**src/rtl/aso_pkg.sv**
```systemverilog
// constants, register map and carrier types of the converter serial output block
//
// Overview of operation
// - Output words valid only after 816 to 832 master periods following sync.
// - frame_strobe_out is high for exactly one master clock period per word.
// - Rising edges of frame strobe and shift clock follow master clock rises.
// - serial_data_out moves to next bit after each shift clock rising edge.
// - Inverted copies of shift clock, data and frame strobe are driven.
// - overrange_flag is asserted while the input lies outside measurable range.
// - sleep_request_n low powers everything down; undriven pin means running.
// - internal_vref_select_n low picks internal reference; undriven means internal.
// - Input is sampled a fixed aperture delay after each master clock rise.
// - Words are two's complement; full scale clips to 7FFFh and 8000h.
// - One 16-bit word leaves for every 16 master clock periods.
// - overrange_flag is active high.
package aso_pkg;

  // word format
  localparam int WORD_W = 16;
  localparam logic [15:0] FS_POS = 16'h7FFF;
  localparam logic [15:0] FS_NEG = 16'h8000;

  // timing, in master clock periods; the aperture delay in mclk cycles
  localparam int SYNC_MIN_PERIODS = 2;
  localparam int SYNC_MAX_PERIODS = 16;
  localparam int SETTLE_MIN_PERIODS = 816;
  localparam int SETTLE_MAX_PERIODS = 832;
  localparam int WORD_PERIODS = 16;
  localparam int APERTURE_CYCLES = 2;

  // register map, word indices on the plain register port
  localparam int ADDR_W = 4;
  localparam logic [3:0] REG_CTRL = 4'h0;
  localparam logic [3:0] REG_STATUS = 4'h1;
  localparam logic [3:0] REG_MASK = 4'h2;
  localparam logic [3:0] REG_LAST_WORD = 4'h3;
  localparam logic [3:0] REG_STATE = 4'h4;

  // field positions, event count and reset values
  localparam int CTRL_OUT_EN = 0;
  localparam logic [15:0] CTRL_RESET = 16'h0001;
  localparam int EV_SYNC_DONE = 0;
  localparam int EV_SETTLED = 1;
  localparam int EV_OVERRANGE = 2;
  localparam int EV_SYNC_ERR = 3;
  localparam int EV_N = 4;
  localparam logic [3:0] MASK_RESET = 4'h0;
  localparam int ST_SETTLED = 0;
  localparam int ST_SLEEP = 1;
  localparam int ST_VREF_INT = 2;
  localparam int ST_SYNC_HIGH = 3;

  // synchroniser reset levels: clk, sync, sleep_n (pulled up), vref_n (pulled down)
  localparam logic [3:0] PIN_RESET = 4'b0100;

  // serial pin group
  typedef struct packed {
    logic shift_clock;
    logic serial_data;
    logic frame_strobe;
  } aso_ser_s;

  // register port request
  typedef struct packed {
    logic [3:0] addr;
    logic [15:0] wdata;
    logic wr;
    logic rd;
  } aso_reg_req_s;

  // serial state
  typedef enum logic [1:0] {
    ST_IDLE_E = 2'b00,
    ST_ALIGN_E = 2'b01,
    ST_SETTLE_E = 2'b10,
    ST_RUN_E = 2'b11
  } aso_state_e;

endpackage : aso_pkg

```
**src/rtl/aso_sync2.sv**
```systemverilog
// two flip-flop synchroniser for pins from outside the mclk domain
`timescale 1ns/100ps
module aso_sync2 #(
  parameter int WIDTH = 1,
  parameter logic [WIDTH-1:0] RESET_VAL = '0
) (
  input wire logic mclk,
  input wire logic resetn,
  input wire logic ce,
  input wire logic [WIDTH-1:0] d,
  output logic [WIDTH-1:0] q
);
  logic [WIDTH-1:0] meta;

  // first stage feeds only the second stage
  always_ff @(posedge mclk or negedge resetn) begin
    if (!resetn) begin
      meta <= RESET_VAL;
      q <= RESET_VAL;
    end else if (ce) begin
      meta <= d;
      q <= meta;
    end
  end
endmodule : aso_sync2

```
**src/rtl/aso_serial_out.sv**
```systemverilog
// converter digital control: sync, settling, word framing and serial output
//
// Our own choices: the register offsets and the plain strobed port.
`timescale 1ns/100ps
module aso_serial_out #(
  parameter int ACC_W = 18,
  parameter int SETTLE_PERIODS = aso_pkg::SETTLE_MIN_PERIODS,
  parameter int APERTURE = aso_pkg::APERTURE_CYCLES
) (
  input wire logic mclk,
  input wire logic resetn,
  input wire logic ce,
  input wire logic master_clk_in,
  input wire logic sample_align_input,
  input wire logic sleep_request_n,
  input wire logic internal_vref_select_n,
  input wire logic [ACC_W-1:0] filter_sum,
  input wire aso_pkg::aso_reg_req_s reg_req,
  output logic [15:0] reg_rdata,
  output aso_pkg::aso_ser_s ser_out,
  output aso_pkg::aso_ser_s ser_out_inv,
  output logic overrange_flag,
  output logic power_down,
  output logic vref_internal_en,
  output logic sample_strobe,
  output logic irq
);
  import aso_pkg::*;

  localparam int TOP_W = ACC_W - WORD_W + 1;

  logic [3:0] pins_q;
  logic clk_prev;
  logic sync_prev;
  aso_state_e state;
  aso_state_e next_state;
  logic [3:0] phase;
  logic [9:0] settle_cnt;
  logic [4:0] sync_width;
  logic [15:0] shreg;
  logic [15:0] last_word;
  logic [15:0] ctrl;
  logic [EV_N-1:0] status;
  logic [EV_N-1:0] mask;
  logic [APERTURE-1:0] aperture_dly;

  // every pin crosses two flops before use
  aso_sync2 #(.WIDTH(4), .RESET_VAL(PIN_RESET)) u_pin_sync (
    .mclk(mclk),
    .resetn(resetn),
    .ce(ce),
    .d({internal_vref_select_n, sleep_request_n, sample_align_input, master_clk_in}),
    .q(pins_q)
  );

  // decoded pin levels and master clock edges
  wire clk_s = pins_q[0];
  wire sync_s = pins_q[1];
  wire sleep_s = ~pins_q[2];
  wire vref_int_s = ~pins_q[3];
  wire rise_tick = clk_s & ~clk_prev;
  wire fall_tick = ~clk_s & clk_prev;
  wire sync_fall = rise_tick & ~sync_s & sync_prev;

  // saturation of the filter sum to 16-bit two's complement
  wire [TOP_W-1:0] sum_top = filter_sum[ACC_W-1:WORD_W-1];
  wire sum_over = ~(&sum_top | ~(|sum_top));
  wire [15:0] clip_word = !sum_over ? filter_sum[15:0] :
                          (filter_sum[ACC_W-1] ? FS_NEG : FS_POS);

  // word boundary and event pulses
  wire word_start = rise_tick && (state == ST_SETTLE_E || state == ST_RUN_E) && phase == 4'h0;
  wire settle_hit = rise_tick && state == ST_SETTLE_E && 32'(settle_cnt) == SETTLE_PERIODS - 1;
  wire width_bad = (32'(sync_width) < SYNC_MIN_PERIODS) || (32'(sync_width) > SYNC_MAX_PERIODS);
  wire [EV_N-1:0] ev_set = {sync_fall & width_bad, word_start & sum_over, settle_hit, sync_fall};
  wire rd_status = reg_req.rd && reg_req.addr == REG_STATUS;
  wire out_en = ctrl[CTRL_OUT_EN];

  // state: align while sync high, settle afterward, run once settled
  always_comb begin
    next_state = state;
    case (state)
      ST_IDLE_E: begin
        if (rise_tick && sync_s) begin
          next_state = ST_ALIGN_E;
        end else if (rise_tick) begin
          next_state = ST_SETTLE_E;
        end
      end
      ST_ALIGN_E: begin
        if (sync_fall) begin
          next_state = ST_SETTLE_E;
        end
      end
      ST_SETTLE_E: begin
        if (rise_tick && sync_s) begin
          next_state = ST_ALIGN_E;
        end else if (settle_hit) begin
          next_state = ST_RUN_E;
        end
      end
      ST_RUN_E: begin
        if (rise_tick && sync_s) begin
          next_state = ST_ALIGN_E;
        end
      end
      default: begin
        next_state = ST_IDLE_E;
      end
    endcase
    if (sleep_s) begin
      next_state = ST_IDLE_E;
    end
  end

  // edge history and state register
  always_ff @(posedge mclk or negedge resetn) begin
    if (!resetn) begin
      clk_prev <= 1'b0;
      sync_prev <= 1'b0;
      state <= ST_IDLE_E;
    end else if (ce) begin
      clk_prev <= clk_s;
      if (rise_tick) begin
        sync_prev <= sync_s;
      end
      state <= next_state;
    end
  end

  // sync width in master periods, saturating so long pulses still flag
  always_ff @(posedge mclk or negedge resetn) begin
    if (!resetn) begin
      sync_width <= 5'h00;
    end else if (ce && rise_tick) begin
      if (!sync_s) begin
        sync_width <= 5'h00;
      end else if (sync_width != 5'h1F) begin
        sync_width <= sync_width + 5'h01;
      end
    end
  end

  // settle count and word phase restart from the sync release
  always_ff @(posedge mclk or negedge resetn) begin
    if (!resetn) begin
      settle_cnt <= 10'h000;
      phase <= 4'h0;
    end else if (ce && rise_tick) begin
      if (sync_s || sleep_s) begin
        settle_cnt <= 10'h000;
        phase <= 4'h0;
      end else begin
        if (state == ST_SETTLE_E) begin
          settle_cnt <= settle_cnt + 10'h001;
        end
        phase <= phase + 4'h1;
      end
    end
  end

  // serial pins: strobe and clock rise on master rise, data moves with them
  // frames keep leaving during settling; the receiver discards those
  always_ff @(posedge mclk or negedge resetn) begin
    if (!resetn) begin
      ser_out <= '0;
      ser_out_inv <= '1;
      shreg <= 16'h0000;
      last_word <= 16'h0000;
      overrange_flag <= 1'b0;
    end else if (ce) begin
      if (sleep_s || !out_en || state == ST_IDLE_E || state == ST_ALIGN_E) begin
        ser_out <= '0;
        ser_out_inv <= '1;
      end else if (rise_tick) begin
        ser_out.shift_clock <= 1'b1;
        ser_out_inv.shift_clock <= 1'b0;
        ser_out.frame_strobe <= word_start;
        ser_out_inv.frame_strobe <= ~word_start;
        if (word_start) begin
          ser_out.serial_data <= clip_word[15];
          ser_out_inv.serial_data <= ~clip_word[15];
          shreg <= {clip_word[14:0], 1'b0};
        end else begin
          ser_out.serial_data <= shreg[15];
          ser_out_inv.serial_data <= ~shreg[15];
          shreg <= {shreg[14:0], 1'b0};
        end
      end else if (fall_tick) begin
        ser_out.shift_clock <= 1'b0;
        ser_out_inv.shift_clock <= 1'b1;
      end
      if (word_start) begin
        last_word <= clip_word;
        overrange_flag <= sum_over;
      end
      if (sleep_s) begin
        overrange_flag <= 1'b0;
      end
    end
  end

  // aperture delay: sample strobe a fixed count after each master rise
  always_ff @(posedge mclk or negedge resetn) begin
    if (!resetn) begin
      aperture_dly <= '0;
    end else if (ce) begin
      aperture_dly <= {aperture_dly[APERTURE-2:0], rise_tick & ~sleep_s};
    end
  end
  assign sample_strobe = aperture_dly[APERTURE-1];

  // control, mask and sticky status; a new event beats the read clear
  always_ff @(posedge mclk or negedge resetn) begin
    if (!resetn) begin
      ctrl <= CTRL_RESET;
      mask <= MASK_RESET;
      status <= '0;
      power_down <= 1'b0;
      vref_internal_en <= 1'b1;
    end else if (ce) begin
      if (reg_req.wr && reg_req.addr == REG_CTRL) begin
        ctrl <= reg_req.wdata;
      end
      if (reg_req.wr && reg_req.addr == REG_MASK) begin
        mask <= reg_req.wdata[EV_N-1:0];
      end
      status <= (rd_status ? '0 : status) | ev_set;
      power_down <= sleep_s;
      vref_internal_en <= vref_int_s;
    end
  end

  // read mux, answered in the following cycle; unmapped reads zero
  wire [15:0] state_word = {12'h000, sync_s, vref_int_s, sleep_s, state == ST_RUN_E};
  wire [15:0] rd_mux = (reg_req.addr == REG_CTRL) ? ctrl :
                       (reg_req.addr == REG_STATUS) ? {12'h000, status} :
                       (reg_req.addr == REG_MASK) ? {12'h000, mask} :
                       (reg_req.addr == REG_LAST_WORD) ? last_word :
                       (reg_req.addr == REG_STATE) ? state_word : 16'h0000;

  always_ff @(posedge mclk or negedge resetn) begin
    if (!resetn) begin
      reg_rdata <= 16'h0000;
    end else if (ce) begin
      reg_rdata <= reg_req.rd ? rd_mux : 16'h0000;
    end
  end

  assign irq = |(status & mask);

endmodule : aso_serial_out

```
**config.mk**
```make
export PLATFORM = sky130hd
export DESIGN_NAME = aso_serial_out
export DESIGN_NICKNAME = d
export VERILOG_FILES = /design/src/rtl/aso_pkg.sv /design/src/rtl/aso_sync2.sv /design/src/rtl/aso_serial_out.sv
export SDC_FILE = /design/constraint.sdc
export NUM_CORES = 1
export LEC_CHECK = 0
export BUFFER_PORTS_ARGS = -buffer_cell sky130_fd_sc_hd__buf_2
export CAP_MARGIN = 10
export CORE_MARGIN = 2
export CORE_UTILIZATION = 39
export CTS_CLUSTER_SIZE = 24
export DETAILED_ROUTE_END_ITERATION = 8
export PLACE_DENSITY = 0.68
export SLEW_MARGIN = 20
export SYNTH_ARGS = -nofsm -noshare
export SYNTH_HDL_FRONTEND = slang
export SYNTH_SLANG_ARGS = --single-unit
```
**constraint.sdc**
```tcl
create_clock -name mclk -period 2.9 [get_ports mclk]
set_input_delay 0.58 -clock mclk [delete_from_list [all_inputs] [get_ports mclk]]
set_output_delay 0.58 -clock mclk [all_outputs]
set_load 0.005 [all_outputs]
```
==> results_dict.tcl <==
set metrics [dict create \
    synth_nets 570 \
    cts_tree "done" \
    die_area_mm2 0.0146 \
    coreArea_mm2 0.0132 \
    setup_violations 0 \
    num-fill-cells 1248 \
    path_class "reg -> reg" \
    post_cts_buffers 0 \
    fin_crit_sh_pct 72.2 \
    die_h_um 121 \
    tightest_slew_ns 0.802 \
    hold_viol 0 \
    report.final.slew_viol_count 0 \
    cts_made_buffers 17 \
    finalClockSkew_ns 0.00547 \
    max_freq_mhz 478 \
    grt_pass1_wl_um 21400 \
    maxCapViolCount 0 \
    synth_area_leader_cell "dfrtp_1" \
    drtIter0Drc 336 \
    r2r_cells 6 \
    yosysMostFrequentCell "dfrtp_1" \
    postSynth.asyncResetShare_pct 100 \
    antenna_left 0 \
    drt_first_pass_iters 5 \
    synthCells 517 \
    synth_area_mm2 0.00531 \
    synth_top_family_by_area "compound AO/OA/AOI/OAI gates" \
    overflow 0 \
    outcome "completed" \
    grt_pass1_vias 4275 \
    cp_max_fo 17 \
    multiInputGateArea_mm2 0.00227 \
    min_period_ns 2.09 \
    ys.flop_type "dfrtp_1" \
    dp_slack_ns 0.752 \
    avgSynthCellArea_um2 10.3 \
    cts_resized 0 \
    grt_use_total_pct 18.9 \
    die_w_um 121 \
    endpoint_kind "flip-flop" \
    arrival_ns 2.41 \
    start_util_pct 40.1 \
    antenna_found_initial 0 \
    synthSimpleGateAreaFrac_pct 12.8 \
    synth_top_area_share_pct 50.0 \
    io_buffer_count 73 \
    dp_hpwl_um 8890 \
    syn_to_final_growth_pct 20.8 \
    clockRootBuffer "clkbuf_16" \
    yosys-top-cells-count "dfrtp_1, o21ai_0, nand2_1" \
    holdWs_ns 0.230 \
    synth_seq_cells 113 \
    rsz0062_at_grt "no" \
    clkLatencyLatePin_ns 0.41 \
    power.total_uw 4960 \
    synthXorXnorAreaFrac_pct 0.660 \
    synth_compound_area_share_pct 21.1 \
    crit_path_start_kind "flip-flop" \
    path_clk_slew_ns 0.05 \
    num_vias 4289 \
    ys_types 59 \
    yosys_warnings 0 \
    htree_levels 4 \
    routed_wl_um 12800 \
    synth-seq-area-share_pct 53.5 \
    synthAdderAreaFrac_pct 1.42 \
    diodes 0 \
    ir_worst_vdd_uv 417 \
    final_nets 640 \
    yosys-top-cells-area "dfrtp_1, mux2_2, o21ai_0" \
    synth_edf_count 0 \
    muxShareOfSynthArea_pct 6.96 \
    fin_cells 776 \
    clock_sink_count 113 \
    required_ns 3.22 \
    place_congestion 0.789 \
    regArea_mm2 0.00284 \
    regToRegSetupSlack_ns 0.81 \
    std_cell_rows 42 \
    via_per_inst 5.53 \
    power_density_mw_per_mm2 774 \
    fin_tns_setup_ns 0 \
    grt_max_degree 55 \
    cts_hold_buf 0 \
    hold_path.class "in -> async" \
    leakagePower_uw 0.00288 \
    clk_path_buf_depth 2 \
    drc 0 \
    slew_headroom_pct 46.4 \
    dp_cells 744 \
    drive_gt1_share_pct 27.0 \
    io_pins 74 \
    post_drt_wl_per_cell_um 16.6 \
    setup_slack_ns 0.807 \
]
cell usage in the layout (no fill, tap or decap), drive strengths merged, types with 2 or more instances in the layout:
cell type    n
clkinv       5
nand3        8
or2          2
nor2b        5
a22oi       16
a2111oi      3
and2         2
nor4         2
o21ai       63
clkbuf      19
dfrtp      106
nor2        30
ha           6
mux2i        2
a22o         2
nand2       54
nor3         6
mux2        31
a211oi       2
o31ai        4
or4          2
buf         83
o2bb2ai     15
dfstp        7
a21o         3
inv         16
a2bb2oi      4
clkinvlp     6
o22ai        2
nand2b       7
o211ai      15
a21oi       40
nand4        5
nor3b        3
or4b         2
and3         4
xnor2        4
per-layer routing:
| metal | track usage, % | up-vias | share of wire [%] | routed length (um) |
|---|---|---|---|---|
| li1 | - | 2017 | - | - |
| met1 | 24.8 | 2117 | 44 | 5680 |
| met2 | 30.3 | 138 | 50 | 6390 |
| met3 | 5.00 | 17 | 5.0 | 637 |
| met4 | 6.54 | 0 | 1.1 | 139 |
| met5 | 0 | - | 0 | 0 |
layout make-up:
cell class / count / area share (%)
clock buffers: 19 / 7.07
clock inverters: 13 / 1.76
inverters: 15 / 0.879
multi-input cells: 357 / 35.5
flip-flops and latches: 113 / 44.3
well taps: 176 / 3.44
repair buffers: 83 / 7.11
power by group:
part           leakage (uW)  switching [uW]  internal [uW]
registers           0.00146             274           1920
clock network      0.000263             765           1220
logic               0.00115             434            347
path summary, 6_finish.rpt:
kind | start | end
worst max-delay path | clk_prev | last_word[9]
worst min-delay path | resetn | sync_width[0]
worst max register to register | clk_prev | last_word[9]
worst min register to register | ser_out_inv[1] | ser_out_inv[1]
max in group asynchronous | resetn | ser_out_inv[2]
min in group mclk | reg_req[14] | ctrl[12]
metrics by stage:
stage / utilization, % / instance area (um^2)
floorplan: - / 5310
global placement: 44.1 / 5840
detailed placement: 44.1 / 5840
CTS: 48.4 / 6410
global route: 48.4 / 6410
finish: 48.4 / 6410
critical path, stage by stage (launching register included):
cell      delay (ns)
dfrtp_1         0.36
inv_1           0.07
ha_1            0.33
and4bb_2        0.29
nand3_1         0.38
buf_4           0.35
o21ai_0         0.22
flip-flops by register name (all words and copies together) (netlist names), 2 cells and up:
name	count
sync_width	5
state	2
settle_cnt	10
phase	4
status	4
u_pin_sync.q	4
shreg	15
ser_out_inv	3
ser_out	3
reg_rdata	16
ctrl	16
aperture_dly	2
last_word	16
mask	4
u_pin_sync.meta	4
kinds of logic (layout without fill, tap and decap cells):
| family | Yosys count | after routing |
|---|---|---|
| compound gates | 176 | 176 |
| simple gates | 138 | 138 |
| flops | 113 | 113 |
| buf+inv | 47 | 130 |
| mux | 33 | 33 |
| fa+ha+maj | 6 | 6 |
| xor+xnor | 4 | 4 |
Note: power is estimated with default switching activity, not from simulation.
